## src/rtl/scrc_pkg.sv

```systemverilog
// scrc_pkg: constants, types and encodings for the system control block
// assumes a 200 MHz system clock and a JTAG clock sampled by it
package scrc_pkg;
   localparam int SCRC_IR_W = 6;
   localparam int SCRC_DR_W = 64;
   localparam int SCRC_TIME_W = 15;
   localparam int SCRC_FREQ_W = 8;
   // instruction codes
   localparam logic [5:0] SCRC_I_FAST_PLL = 6'h01;
   localparam logic [5:0] SCRC_I_LIB_PLL = 6'h02;
   localparam logic [5:0] SCRC_I_TIME_CFG = 6'h03;
   localparam logic [5:0] SCRC_I_LINK_INIT = 6'h04;
   localparam logic [5:0] SCRC_I_ARQ_RST = 6'h05;
   localparam logic [5:0] SCRC_I_STATUS = 6'h10;
   localparam logic [5:0] SCRC_I_PAY_WR = 6'h11;
   localparam logic [5:0] SCRC_I_PAY_RD = 6'h12;
   localparam logic [5:0] SCRC_I_BYPASS = 6'h3F;
   // shift lengths minus one, then the ir capture pattern
   localparam logic [5:0] SCRC_L_FAST = 6'h01;
   localparam logic [5:0] SCRC_L_LIB = 6'h08;
   localparam logic [5:0] SCRC_L_TIME = 6'h0E;
   localparam logic [5:0] SCRC_L_LINK = 6'h00;
   localparam logic [5:0] SCRC_L_ARQ = 6'h03;
   localparam logic [5:0] SCRC_L_STAT = 6'h1F;
   localparam logic [5:0] SCRC_L_PAY = 6'h3F;
   localparam logic [5:0] SCRC_L_BYP = 6'h00;
   localparam logic [5:0] SCRC_IR_CAPT = 6'h01;
   // defaults after test logic reset
   localparam logic [7:0] SCRC_LIB_FREQ_RST = 8'h64;
   // apb map, then the last count of the core divider
   localparam logic [11:0] SCRC_A_TIME = 12'h000;
   localparam logic [11:0] SCRC_A_PLL = 12'h004;
   localparam logic [11:0] SCRC_A_CTRL = 12'h008;
   localparam logic [11:0] SCRC_A_STAT = 12'h00C;
   localparam logic [1:0] SCRC_DIV4_LAST = 2'h3;
   typedef struct packed {
      logic fast_en;
      logic fast_hs;
      logic lib_en;
      logic [SCRC_FREQ_W-1:0] lib_freq;
   } scrc_pll_cfg_s;
   typedef struct packed {
      logic [7:0] crc_err;
      logic [7:0] timeout;
      logic [15:0] misc;
   } scrc_status_s;
   typedef enum logic [15:0] {
      SCRC_TLR = 16'h0001, SCRC_IDLE = 16'h0002, SCRC_SEL_DR = 16'h0004, SCRC_CAP_DR = 16'h0008,
      SCRC_SH_DR = 16'h0010, SCRC_EX1_DR = 16'h0020, SCRC_PA_DR = 16'h0040, SCRC_EX2_DR = 16'h0080,
      SCRC_UP_DR = 16'h0100, SCRC_SEL_IR = 16'h0200, SCRC_CAP_IR = 16'h0400, SCRC_SH_IR = 16'h0800,
      SCRC_EX1_IR = 16'h1000, SCRC_PA_IR = 16'h2000, SCRC_EX2_IR = 16'h4000, SCRC_UP_IR = 16'h8000
   } scrc_tap_e;
endpackage

```

## src/rtl/scrc_top.sv

```systemverilog
// scrc_top: jtag tap, pll control, system time counter, apb status port
// assumes jtag pins arrive asynchronously; tms doubles as the start toggle
`timescale 1ns/1ps
module scrc_top
   import scrc_pkg::*;
(
   // clock and reset
   input wire logic clk_in,
   input wire logic rst_n_in,
   // jtag pins
   input wire logic tck_in,
   input wire logic tms_in,
   input wire logic tdi_in,
   output logic tdo_out,
   output logic tdo_oe_out,
   // apb
   input wire logic psel_in,
   input wire logic penable_in,
   input wire logic pwrite_in,
   input wire logic [11:0] paddr_in,
   input wire logic [31:0] pwdata_in,
   output logic [31:0] prdata_out,
   output logic pready_out,
   output logic pslverr_out,
   // clock and link control
   output scrc_pll_cfg_s pll_cfg_out,
   output logic link_en_out,
   output logic [3:0] arq_rst_out,
   output logic core_clk_en_out,
   output logic [SCRC_TIME_W-1:0] sys_time_out,
   // payload ports and status from communication logic
   output logic [SCRC_DR_W-1:0] pay_wr_data_out,
   output logic pay_wr_valid_out,
   input wire logic pay_wr_ready_in,
   input wire logic [SCRC_DR_W-1:0] pay_rd_data_in,
   input wire scrc_status_s status_in
);
   function automatic logic [5:0] dr_last(input logic [5:0] ir);
      unique case (ir)
         SCRC_I_FAST_PLL: dr_last = SCRC_L_FAST;
         SCRC_I_LIB_PLL: dr_last = SCRC_L_LIB;
         SCRC_I_TIME_CFG: dr_last = SCRC_L_TIME;
         SCRC_I_LINK_INIT: dr_last = SCRC_L_LINK;
         SCRC_I_ARQ_RST: dr_last = SCRC_L_ARQ;
         SCRC_I_STATUS: dr_last = SCRC_L_STAT;
         SCRC_I_PAY_WR, SCRC_I_PAY_RD: dr_last = SCRC_L_PAY;
         default: dr_last = SCRC_L_BYP;
      endcase
   endfunction

   logic [2:0] s1_q, s2_q;
   logic tck_prev_q;
   logic tms_prev_q;
   wire logic tck_s = s2_q[0];
   wire logic tms_s = s2_q[1];
   wire logic tdi_s = s2_q[2];
   wire logic tck_rise = tck_s & ~tck_prev_q;
   wire logic tck_fall = ~tck_s & tck_prev_q;

   // two-flop synchronisers for the jtag pins
   always_ff @(posedge clk_in) begin
      s1_q <= {tdi_in, tms_in, tck_in};
      s2_q <= s1_q;
      tck_prev_q <= tck_s;
      tms_prev_q <= tms_s;
   end

   scrc_tap_e tap_q, tap_d;
   always_comb begin
      unique case (tap_q)
         SCRC_TLR: tap_d = tms_s ? SCRC_TLR : SCRC_IDLE;
         SCRC_IDLE: tap_d = tms_s ? SCRC_SEL_DR : SCRC_IDLE;
         SCRC_SEL_DR: tap_d = tms_s ? SCRC_SEL_IR : SCRC_CAP_DR;
         SCRC_CAP_DR: tap_d = tms_s ? SCRC_EX1_DR : SCRC_SH_DR;
         SCRC_SH_DR: tap_d = tms_s ? SCRC_EX1_DR : SCRC_SH_DR;
         SCRC_EX1_DR: tap_d = tms_s ? SCRC_UP_DR : SCRC_PA_DR;
         SCRC_PA_DR: tap_d = tms_s ? SCRC_EX2_DR : SCRC_PA_DR;
         SCRC_EX2_DR: tap_d = tms_s ? SCRC_UP_DR : SCRC_SH_DR;
         SCRC_UP_DR: tap_d = tms_s ? SCRC_SEL_DR : SCRC_IDLE;
         SCRC_SEL_IR: tap_d = tms_s ? SCRC_TLR : SCRC_CAP_IR;
         SCRC_CAP_IR: tap_d = tms_s ? SCRC_EX1_IR : SCRC_SH_IR;
         SCRC_SH_IR: tap_d = tms_s ? SCRC_EX1_IR : SCRC_SH_IR;
         SCRC_EX1_IR: tap_d = tms_s ? SCRC_UP_IR : SCRC_PA_IR;
         SCRC_PA_IR: tap_d = tms_s ? SCRC_EX2_IR : SCRC_PA_IR;
         SCRC_EX2_IR: tap_d = tms_s ? SCRC_UP_IR : SCRC_SH_IR;
         SCRC_UP_IR: tap_d = tms_s ? SCRC_SEL_DR : SCRC_IDLE;
         default: tap_d = SCRC_TLR;
      endcase
   end

   // tap state advances on each sampled tck rise
   always_ff @(posedge clk_in) begin
      if (!rst_n_in) begin
         tap_q <= SCRC_TLR;
      end else if (tck_rise) begin
         tap_q <= tap_d;
      end
   end

   logic [SCRC_IR_W-1:0] ir_q, ir_sh_q;
   logic [SCRC_DR_W-1:0] dr_q;
   wire logic [5:0] len = dr_last(ir_q);

   // instruction register
   always_ff @(posedge clk_in) begin
      if (!rst_n_in || tap_q == SCRC_TLR) begin
         ir_q <= SCRC_I_BYPASS;
         ir_sh_q <= SCRC_IR_CAPT;
      end else if (tck_rise) begin
         if (tap_q == SCRC_CAP_IR) begin
            ir_sh_q <= SCRC_IR_CAPT;
         end else if (tap_q == SCRC_SH_IR) begin
            ir_sh_q <= {tdi_s, ir_sh_q[SCRC_IR_W-1:1]};
         end else if (tap_q == SCRC_UP_IR) begin
            ir_q <= ir_sh_q;
         end
      end
   end

   // data shift register, not cleared by reset
   always_ff @(posedge clk_in) begin
      if (tck_rise && tap_q == SCRC_CAP_DR) begin
         unique case (ir_q)
            SCRC_I_STATUS: dr_q <= {32'h0000_0000, status_in};
            SCRC_I_PAY_RD: dr_q <= pay_rd_data_in;
            SCRC_I_LIB_PLL: dr_q <= {55'h0, pll_cfg_out.lib_en, pll_cfg_out.lib_freq};
            default: dr_q <= dr_q;
         endcase
      end else if (tck_rise && tap_q == SCRC_SH_DR) begin
         dr_q <= dr_q >> 1;
         dr_q[len] <= tdi_s;
      end
   end

   // tdo changes on falling tck, enabled while shifting
   always_ff @(posedge clk_in) begin
      if (!rst_n_in) begin
         tdo_out <= 1'b0;
         tdo_oe_out <= 1'b0;
      end else if (tck_fall) begin
         tdo_out <= (tap_q == SCRC_SH_IR) ? ir_sh_q[0] : dr_q[0];
         tdo_oe_out <= (tap_q == SCRC_SH_IR) || (tap_q == SCRC_SH_DR);
      end
   end

   wire logic upd = tck_rise && tap_q == SCRC_UP_DR;
   logic link_init_q;
   logic link_hold_q;
   logic arm_q, run_q;
   logic [SCRC_TIME_W-1:0] time_q;

   // control registers, defaults on test logic reset
   always_ff @(posedge clk_in) begin
      if (!rst_n_in || tap_q == SCRC_TLR) begin
         pll_cfg_out <= '{fast_en: 1'b1, fast_hs: 1'b0, lib_en: 1'b1, lib_freq: SCRC_LIB_FREQ_RST};
         link_init_q <= 1'b0;
      end else if (upd) begin
         unique case (ir_q)
            SCRC_I_FAST_PLL: {pll_cfg_out.fast_hs, pll_cfg_out.fast_en} <= dr_q[1:0];
            SCRC_I_LIB_PLL: {pll_cfg_out.lib_en, pll_cfg_out.lib_freq} <= dr_q[8:0];
            SCRC_I_LINK_INIT: link_init_q <= dr_q[0];
            default: link_init_q <= link_init_q;
         endcase
      end
   end

   // arq resets are one-cycle pulses per instance
   always_ff @(posedge clk_in) begin
      if (!rst_n_in) begin
         arq_rst_out <= 4'h0;
      end else begin
         arq_rst_out <= (upd && ir_q == SCRC_I_ARQ_RST) ? dr_q[3:0] : 4'h0;
      end
   end

   // payload injection holds until the port accepts it
   always_ff @(posedge clk_in) begin
      if (!rst_n_in) begin
         pay_wr_valid_out <= 1'b0;
      end else if (upd && ir_q == SCRC_I_PAY_WR) begin
         pay_wr_valid_out <= 1'b1;
         pay_wr_data_out <= dr_q;
      end else if (pay_wr_ready_in) begin
         pay_wr_valid_out <= 1'b0;
      end
   end

   // system time counter: cleared and armed by reset, started by tms toggle
   always_ff @(posedge clk_in) begin
      if (!rst_n_in) begin
         time_q <= '0;
         arm_q <= 1'b1;
         run_q <= 1'b0;
      end else begin
         if (arm_q && tms_s != tms_prev_q) begin
            arm_q <= 1'b0;
            run_q <= 1'b1;
         end
         if (upd && ir_q == SCRC_I_TIME_CFG) begin
            time_q <= dr_q[SCRC_TIME_W-1:0];
         end else if (run_q) begin
            time_q <= time_q + 1'b1;
         end
      end
   end

   logic [1:0] div_q;
   always_ff @(posedge clk_in) begin
      if (!rst_n_in) begin
         div_q <= 2'h0;
         core_clk_en_out <= 1'b0;
         sys_time_out <= '0;
         link_en_out <= 1'b0;
      end else begin
         div_q <= div_q + 1'b1;
         core_clk_en_out <= (div_q == SCRC_DIV4_LAST);
         sys_time_out <= time_q;
         link_en_out <= link_init_q & ~link_hold_q;
      end
   end

   // apb slave, one wait-free access cycle
   wire logic apb_setup = psel_in & ~penable_in;
   wire logic apb_wr = psel_in & penable_in & pwrite_in & pready_out;
   always_ff @(posedge clk_in) begin
      if (!rst_n_in) begin
         pready_out <= 1'b0;
         pslverr_out <= 1'b0;
         prdata_out <= 32'h0000_0000;
         link_hold_q <= 1'b0;
      end else begin
         pready_out <= apb_setup;
         pslverr_out <= 1'b0;
         prdata_out <= 32'h0000_0000;
         if (apb_setup) begin
            unique case (paddr_in)
               SCRC_A_TIME: prdata_out <= {15'h0, run_q, arm_q, time_q};
               SCRC_A_PLL: prdata_out <= {21'h0, pll_cfg_out};
               SCRC_A_CTRL: prdata_out <= {30'h0, link_init_q, link_hold_q};
               SCRC_A_STAT: prdata_out <= status_in;
               default: pslverr_out <= 1'b1;
            endcase
         end
         if (apb_wr && paddr_in == SCRC_A_CTRL) begin
            link_hold_q <= pwdata_in[0];
         end
      end
   end

   // checks
   property p_tlr_defaults;
      @(posedge clk_in) disable iff (!rst_n_in)
      tap_q == SCRC_TLR |=> pll_cfg_out.lib_freq == SCRC_LIB_FREQ_RST && !link_init_q;
   endproperty
   a_tlr_defaults: assert property (p_tlr_defaults) else $error("tlr defaults missing");
   property p_link_off;
      @(posedge clk_in) disable iff (!rst_n_in)
      tap_q == SCRC_TLR ##1 tap_q == SCRC_TLR |=> !link_en_out;
   endproperty
   a_link_off: assert property (p_link_off) else $error("link on in test reset");
   property p_reset_time;
      @(posedge clk_in) !rst_n_in |=> time_q == '0 && arm_q && !run_q && tap_q == SCRC_TLR;
   endproperty
   a_reset_time: assert property (p_reset_time) else $error("reset did not arm counter");
   property p_no_start;
      @(posedge clk_in) disable iff (!rst_n_in)
      arm_q && tms_s == tms_prev_q |=> !run_q;
   endproperty
   a_no_start: assert property (p_no_start) else $error("counter started without toggle");
   property p_count;
      @(posedge clk_in) disable iff (!rst_n_in)
      run_q && !upd |=> time_q == SCRC_TIME_W'($past(time_q) + 1'b1);
   endproperty
   a_count: assert property (p_count) else $error("time counter step wrong");
   property p_ir_update;
      @(posedge clk_in) disable iff (!rst_n_in)
      tck_rise && tap_q == SCRC_UP_IR |=> ir_q == $past(ir_sh_q);
   endproperty
   a_ir_update: assert property (p_ir_update) else $error("ir not loaded");
   property p_fast_pll;
      @(posedge clk_in) disable iff (!rst_n_in)
      upd && ir_q == SCRC_I_FAST_PLL |=> pll_cfg_out.fast_hs == $past(dr_q[1]);
   endproperty
   a_fast_pll: assert property (p_fast_pll) else $error("link speed not set");
   property p_arq_pulse;
      @(posedge clk_in) disable iff (!rst_n_in)
      arq_rst_out != 4'h0 |=> arq_rst_out == 4'h0;
   endproperty
   a_arq_pulse: assert property (p_arq_pulse) else $error("arq reset not a pulse");
   property p_div4;
      @(posedge clk_in) disable iff (!rst_n_in)
      core_clk_en_out |=> !core_clk_en_out ##1 !core_clk_en_out ##1 !core_clk_en_out ##1 core_clk_en_out;
   endproperty
   a_div4: assert property (p_div4) else $error("core enable not one in four");
   property p_status_cap;
      @(posedge clk_in) disable iff (!rst_n_in)
      tck_rise && tap_q == SCRC_CAP_DR && ir_q == SCRC_I_STATUS |=> dr_q[31:0] == $past(status_in);
   endproperty
   a_status_cap: assert property (p_status_cap) else $error("status not captured");
   c_start: cover property (@(posedge clk_in) disable iff (!rst_n_in) $rose(run_q));
   c_inject: cover property (@(posedge clk_in) disable iff (!rst_n_in) pay_wr_valid_out && pay_wr_ready_in);
   c_wrap: cover property (@(posedge clk_in) disable iff (!rst_n_in) run_q && time_q == '1);
endmodule

```

## config.mk

```make
export PLATFORM = sky130hd
export DESIGN_NAME = scrc_top
export DESIGN_NICKNAME = d
export VERILOG_FILES = /design/src/rtl/scrc_pkg.sv /design/src/rtl/scrc_top.sv
export SDC_FILE = /design/constraint.sdc
export NUM_CORES = 1
export LEC_CHECK = 0
export BUFFER_PORTS_ARGS = -buffer_cell sky130_fd_sc_hd__buf_2
export CORE_MARGIN = 4
export CORE_UTILIZATION = 35
export DETAILED_ROUTE_END_ITERATION = 6
export MAX_ROUTING_LAYER = met4
export PLACE_DENSITY = 0.59
export SLEW_MARGIN = 10
export SYNTH_ARGS = -nofsm -noshare
export SYNTH_HDL_FRONTEND = slang
export SYNTH_SLANG_ARGS = --single-unit
```

## constraint.sdc

```tcl
create_clock -name clk_in -period 7.1 [get_ports clk_in]
set_clock_uncertainty 0.15 [all_clocks]
set_input_delay 0.71 -clock clk_in [delete_from_list [all_inputs] [get_ports clk_in]]
set_output_delay 0.71 -clock clk_in [all_outputs]
set_load 0.02 [all_outputs]
```

==> results.sh <==
export IMPL_relSlewSlack_pct=24.0
export IMPL_cts_tree="yes"
export IMPL_grt_ovfl_total=0
export IMPL_grt_pass1_wl_microns=50100
export IMPL_multi_input_area_sq_mm=0.00454
export IMPL_detail_route_antenna_nets=0
export IMPL_drt_wl_total_microns=32800
export IMPL_nets=1423
export IMPL_whs_path_depth=1
export IMPL_cts_buffer_depth=3
export IMPL_r2r_end="dr_q[44]$_DFFE_PP_"
export IMPL_cts_made_buffers=28
export IMPL_fillers=3026
export IMPL_fin_crit_sh_pct=49.1
export IMPL_place_area_sq_mm=0.0129
export IMPL_drt_initial_drc_count=657
export IMPL_r2r_cells=7
export IMPL_die_w_microns=188
export IMPL_drt_vias_per_instance=5.23
export IMPL_cts_sinks=260
export IMPL_netlist_area_sq_mm=0.0113
export IMPL_seqCellArea_sq_mm=0.00649
export IMPL_crit_chain="or4_4, or4_1, nor3_4, and2_1, buf_4, nand2_1, o21ai_1"
export IMPL_ctsHoldBuffers=0
export IMPL_ys_seq_area_share_pct=57.3
export IMPL_rows=65
export IMPL_synthCells=1047
export IMPL_max_freq_ghz=0.287
export IMPL_rsz0062_at_grt="false"
export IMPL_cp_max_fo=32
export IMPL_syn_area_per_cell_sq_um=10.8
export IMPL_gp_congestion=0.841
export IMPL_clk_latency_ns=0.54
export IMPL_min_path_type="in -> reg"
export IMPL_die_h_microns=188
export IMPL_numPortBuffers=250
export IMPL_totalPowerFinal_mw=3.10
export IMPL_cp_top_family="simple AND/OR/NAND/NOR gates"
export IMPL_startpoint="tap_q[4]$_SDFFE_PN0N_"
export IMPL_slowest_delay_ns=0.86
export IMPL_io_pins=282
export IMPL_yosys_cell_types_count=59
export IMPL_synth_seq_cells=260
export IMPL_drive_gt1_share_pct=26.8
export IMPL_synth_nets=1200
export IMPL_synth_edf_count=128
export IMPL_hold_path_end="s1_q[1]$_DFF_P_"
export IMPL_hold_start="tms_in"
export IMPL_grt_max_degree=66
export IMPL_powerDensity_mw_per_mm2=224
export IMPL_crit_path_end_kind="register"
export IMPL_htreeDepth=1
export IMPL_coreArea_sq_mm=0.0317
export IMPL_fin_tns_setup_ns=0
export IMPL_p_leak_nw=5.68
export IMPL_crit_type="reg -> reg"
export IMPL_setup_viol=0
export IMPL_required_ns=7.32
export IMPL_area_growth_pct=22.0
export IMPL_hold_violations=0
export IMPL_slew_viol_final=0
export IMPL_dr_pass1_iters=5
export IMPL_period_minus_slack_ns=3.49
export IMPL_post_route_drc_count=0
export IMPL_design_area_sq_mm=0.0138
export IMPL_vias=8866
export IMPL_worst_ep_arrival_time_ns=3.70
export IMPL_worst_r2r_startpoint="tap_q[4]$_SDFFE_PN0N_"
export IMPL_synth_warnings=0
export IMPL_antenna_found_initial=1
export IMPL_clock_tree_root_cell="clkbuf_16"
export IMPL_postCtsSetupBuffers=0
export IMPL_peakVddDrop_mv=0.157
export IMPL_ys_flop_type="dfxtp_1"
export IMPL_critPathBufInv=1
export IMPL_routedWlPerCell_microns=19.3
export IMPL_place_hpwl_microns=22500
export IMPL_crit_slowest_cell="nor3_4"
export IMPL_clk_pin_slew_worst_paths_ns=0.06
export IMPL_die_area_sq_mm=0.0353
export IMPL_initial_utilization_pct=35.7
export IMPL_cts_resized=0
export IMPL_status="completed"
export IMPL_r2r_slack_ns=3.61
export IMPL_start_kind="register"
export IMPL_grt_pass1_vias=8668
export IMPL_grtUsageTotal_pct=18.1
export IMPL_synthArstFlopShare_pct=0
export IMPL_maxCapViolCount=0
export IMPL_worst_pin_slew_ns=1.13
## how the worst max path moves through the flow
stage / end / slack [ns] / cells past startpoint
CTS: dr_q[44]$_DFFE_PP_ / 3.60 / 7
floorplan: dr_q[0]$_DFFE_PP_ / 1.80 / 5
global placement: register / 3.53 / 7
global route: dr_q[44]$_DFFE_PP_ / 3.40 / 7
detailed placement: register / 3.54 / 7
finish: dr_q[44]$_DFFE_PP_ / 3.61 / 7
## sequential cells by signal (all words and copies together), names as in the netlist, 2 cells and up, named ones only
register / cells
arq_rst_out: 4
div_q: 2
dr_q: 64
ir_q: 6
ir_sh_q: 6
pay_wr_data_out: 64
pll_cfg_out: 11
prdata_out: 32
s1_q: 3
s2_q: 3
sys_time_out: 15
tap_q: 16
time_q: 15
## metal layers
layer | vias to the layer above | share of wire (%) | wire (microns) | GRT usage (%)
met3 | 50 | 5.2 | 1690 | 3.41
li1 | 4264 | - | - | -
met4 | 0 | 2.4 | 780 | 4.40
met2 | 255 | 49 | 16100 | 30.4
met5 | - | 0 | 0 | -
met1 | 4297 | 43 | 14200 | 22.8
## metrics by stage
step	worst slack, ns	util, %	instances	hold slack, ns
after floorplan	1.80	-	1047	0.160
after global placement	3.53	40.7	1642	0.162
after detailed placement	3.54	40.7	1642	0.162
after CTS	3.60	43.6	1694	0.0926
after global routing	3.40	43.6	1695	0.0909
final	3.61	43.6	1695	0.117
## layout make-up
| type | instances | share of cell area (%) |
|---|---|---|
| diodes | 1 | 0.0181 |
| clock buffers | 47 | 6.25 |
| clock inverters | 5 | 0.208 |
| inverters | 3 | 0.0815 |
| multi-input cells | 710 | 32.9 |
| flip-flops and latches | 260 | 47.0 |
| well taps | 402 | 3.64 |
| repair buffers | 267 | 9.98 |
## power by group
part	leakage, nW	total [mW]	switching (mW)	internal [mW]
Combinational	3.02	0.113	0.0627	0.0507
Sequential	2.22	1.58	0.00826	1.57
Clock	0.440	1.41	0.585	0.823
Total	5.68	3.10	0.656	2.44
## logic make-up (layout without fill, tap and decap cells)
| kind of cell | after synthesis | after routing | share of synthesized area, % |
|---|---|---|---|
| and+or+nand+nor | 384 | 384 | 17.1 |
| DFF | 260 | 260 | 57.3 |
| buffers and inverters | 77 | 322 | 3.02 |
| AOI/OAI and AO/OA | 222 | 222 | 13.2 |
| xor gates and xnor gates | 22 | 22 | 1.70 |
| other | 0 | 1 | 0 |
| adders and majority gates | 4 | 4 | 0.442 |
| muxes | 78 | 78 | 7.24 |
## worst register-to-register path, cell delays in order (launching register included)
cell	delay, ns
dfxtp_1	0.41
or4_4	0.61
or4_1	0.47
nor3_4	0.86
and2_1	0.25
buf_4	0.33
nand2_1	0.12
o21ai_1	0.11
## synthesized netlist by cell type (all sizes together), types with 2 or more instances
master | instances | share of area (%)
nor4 | 13 | 1.1
nand2 | 152 | 5.0
xor2 | 10 | 0.77
ha | 4 | 0.44
nand2b | 10 | 0.55
nand3 | 23 | 1.0
inv | 3 | 0.099
o211a | 16 | 1.4
nor2 | 60 | 2.1
nand3b | 2 | 0.13
buf | 19 | 1.1
nand4 | 9 | 0.55
a22oi | 46 | 3.0
or3 | 2 | 0.11
o31ai | 3 | 0.20
and2 | 44 | 2.4
o21a | 3 | 0.20
edfxtp | 128 | 34
mux4 | 2 | 0.40
and3 | 7 | 0.39
or2 | 2 | 0.11
a31oi | 3 | 0.17
a21boi | 30 | 2.0
nor4b | 3 | 0.29
a311oi | 21 | 1.6
o211ai | 2 | 0.13
nor3b | 3 | 0.24
nor2b | 14 | 0.77
xnor2 | 12 | 0.93
or4 | 9 | 0.66
o21ai | 61 | 2.7
clkbuf | 55 | 1.8
dfxtp | 132 | 23
a21oi | 33 | 1.5
mux2 | 11 | 1.1
mux2i | 65 | 5.7
nor3 | 24 | 1.1
nand4b | 3 | 0.23
## layout by cell type (no fill, tap or decap), types with 4 or more instances in the layout
cell type and instances:
ha_1 4, dfxtp_1 131, a21boi_0 30, nor4_1 9, nor3_1 19, o21ai_0 30, nand4_1 8, mux2i_1 65
and2_1 42, mux2_2 11, clkinv_2 4, clkbuf_16 29, a22oi_1 46, nand2_1 152, nand3_1 23, nand2b_1 10
xnor2_1 12, clkbuf_1 11, a311oi_1 21, nor2_1 57, or4_1 7, buf_4 17, clkbuf_8 7, o211a_1 16
buf_2 250, xor2_1 10, edfxtp_1 128, and3_1 7, nor3_2 4, nor2b_1 14, a21oi_1 32, o21ai_1 31
No activity file was read; power rests on OpenSTA's default activity.
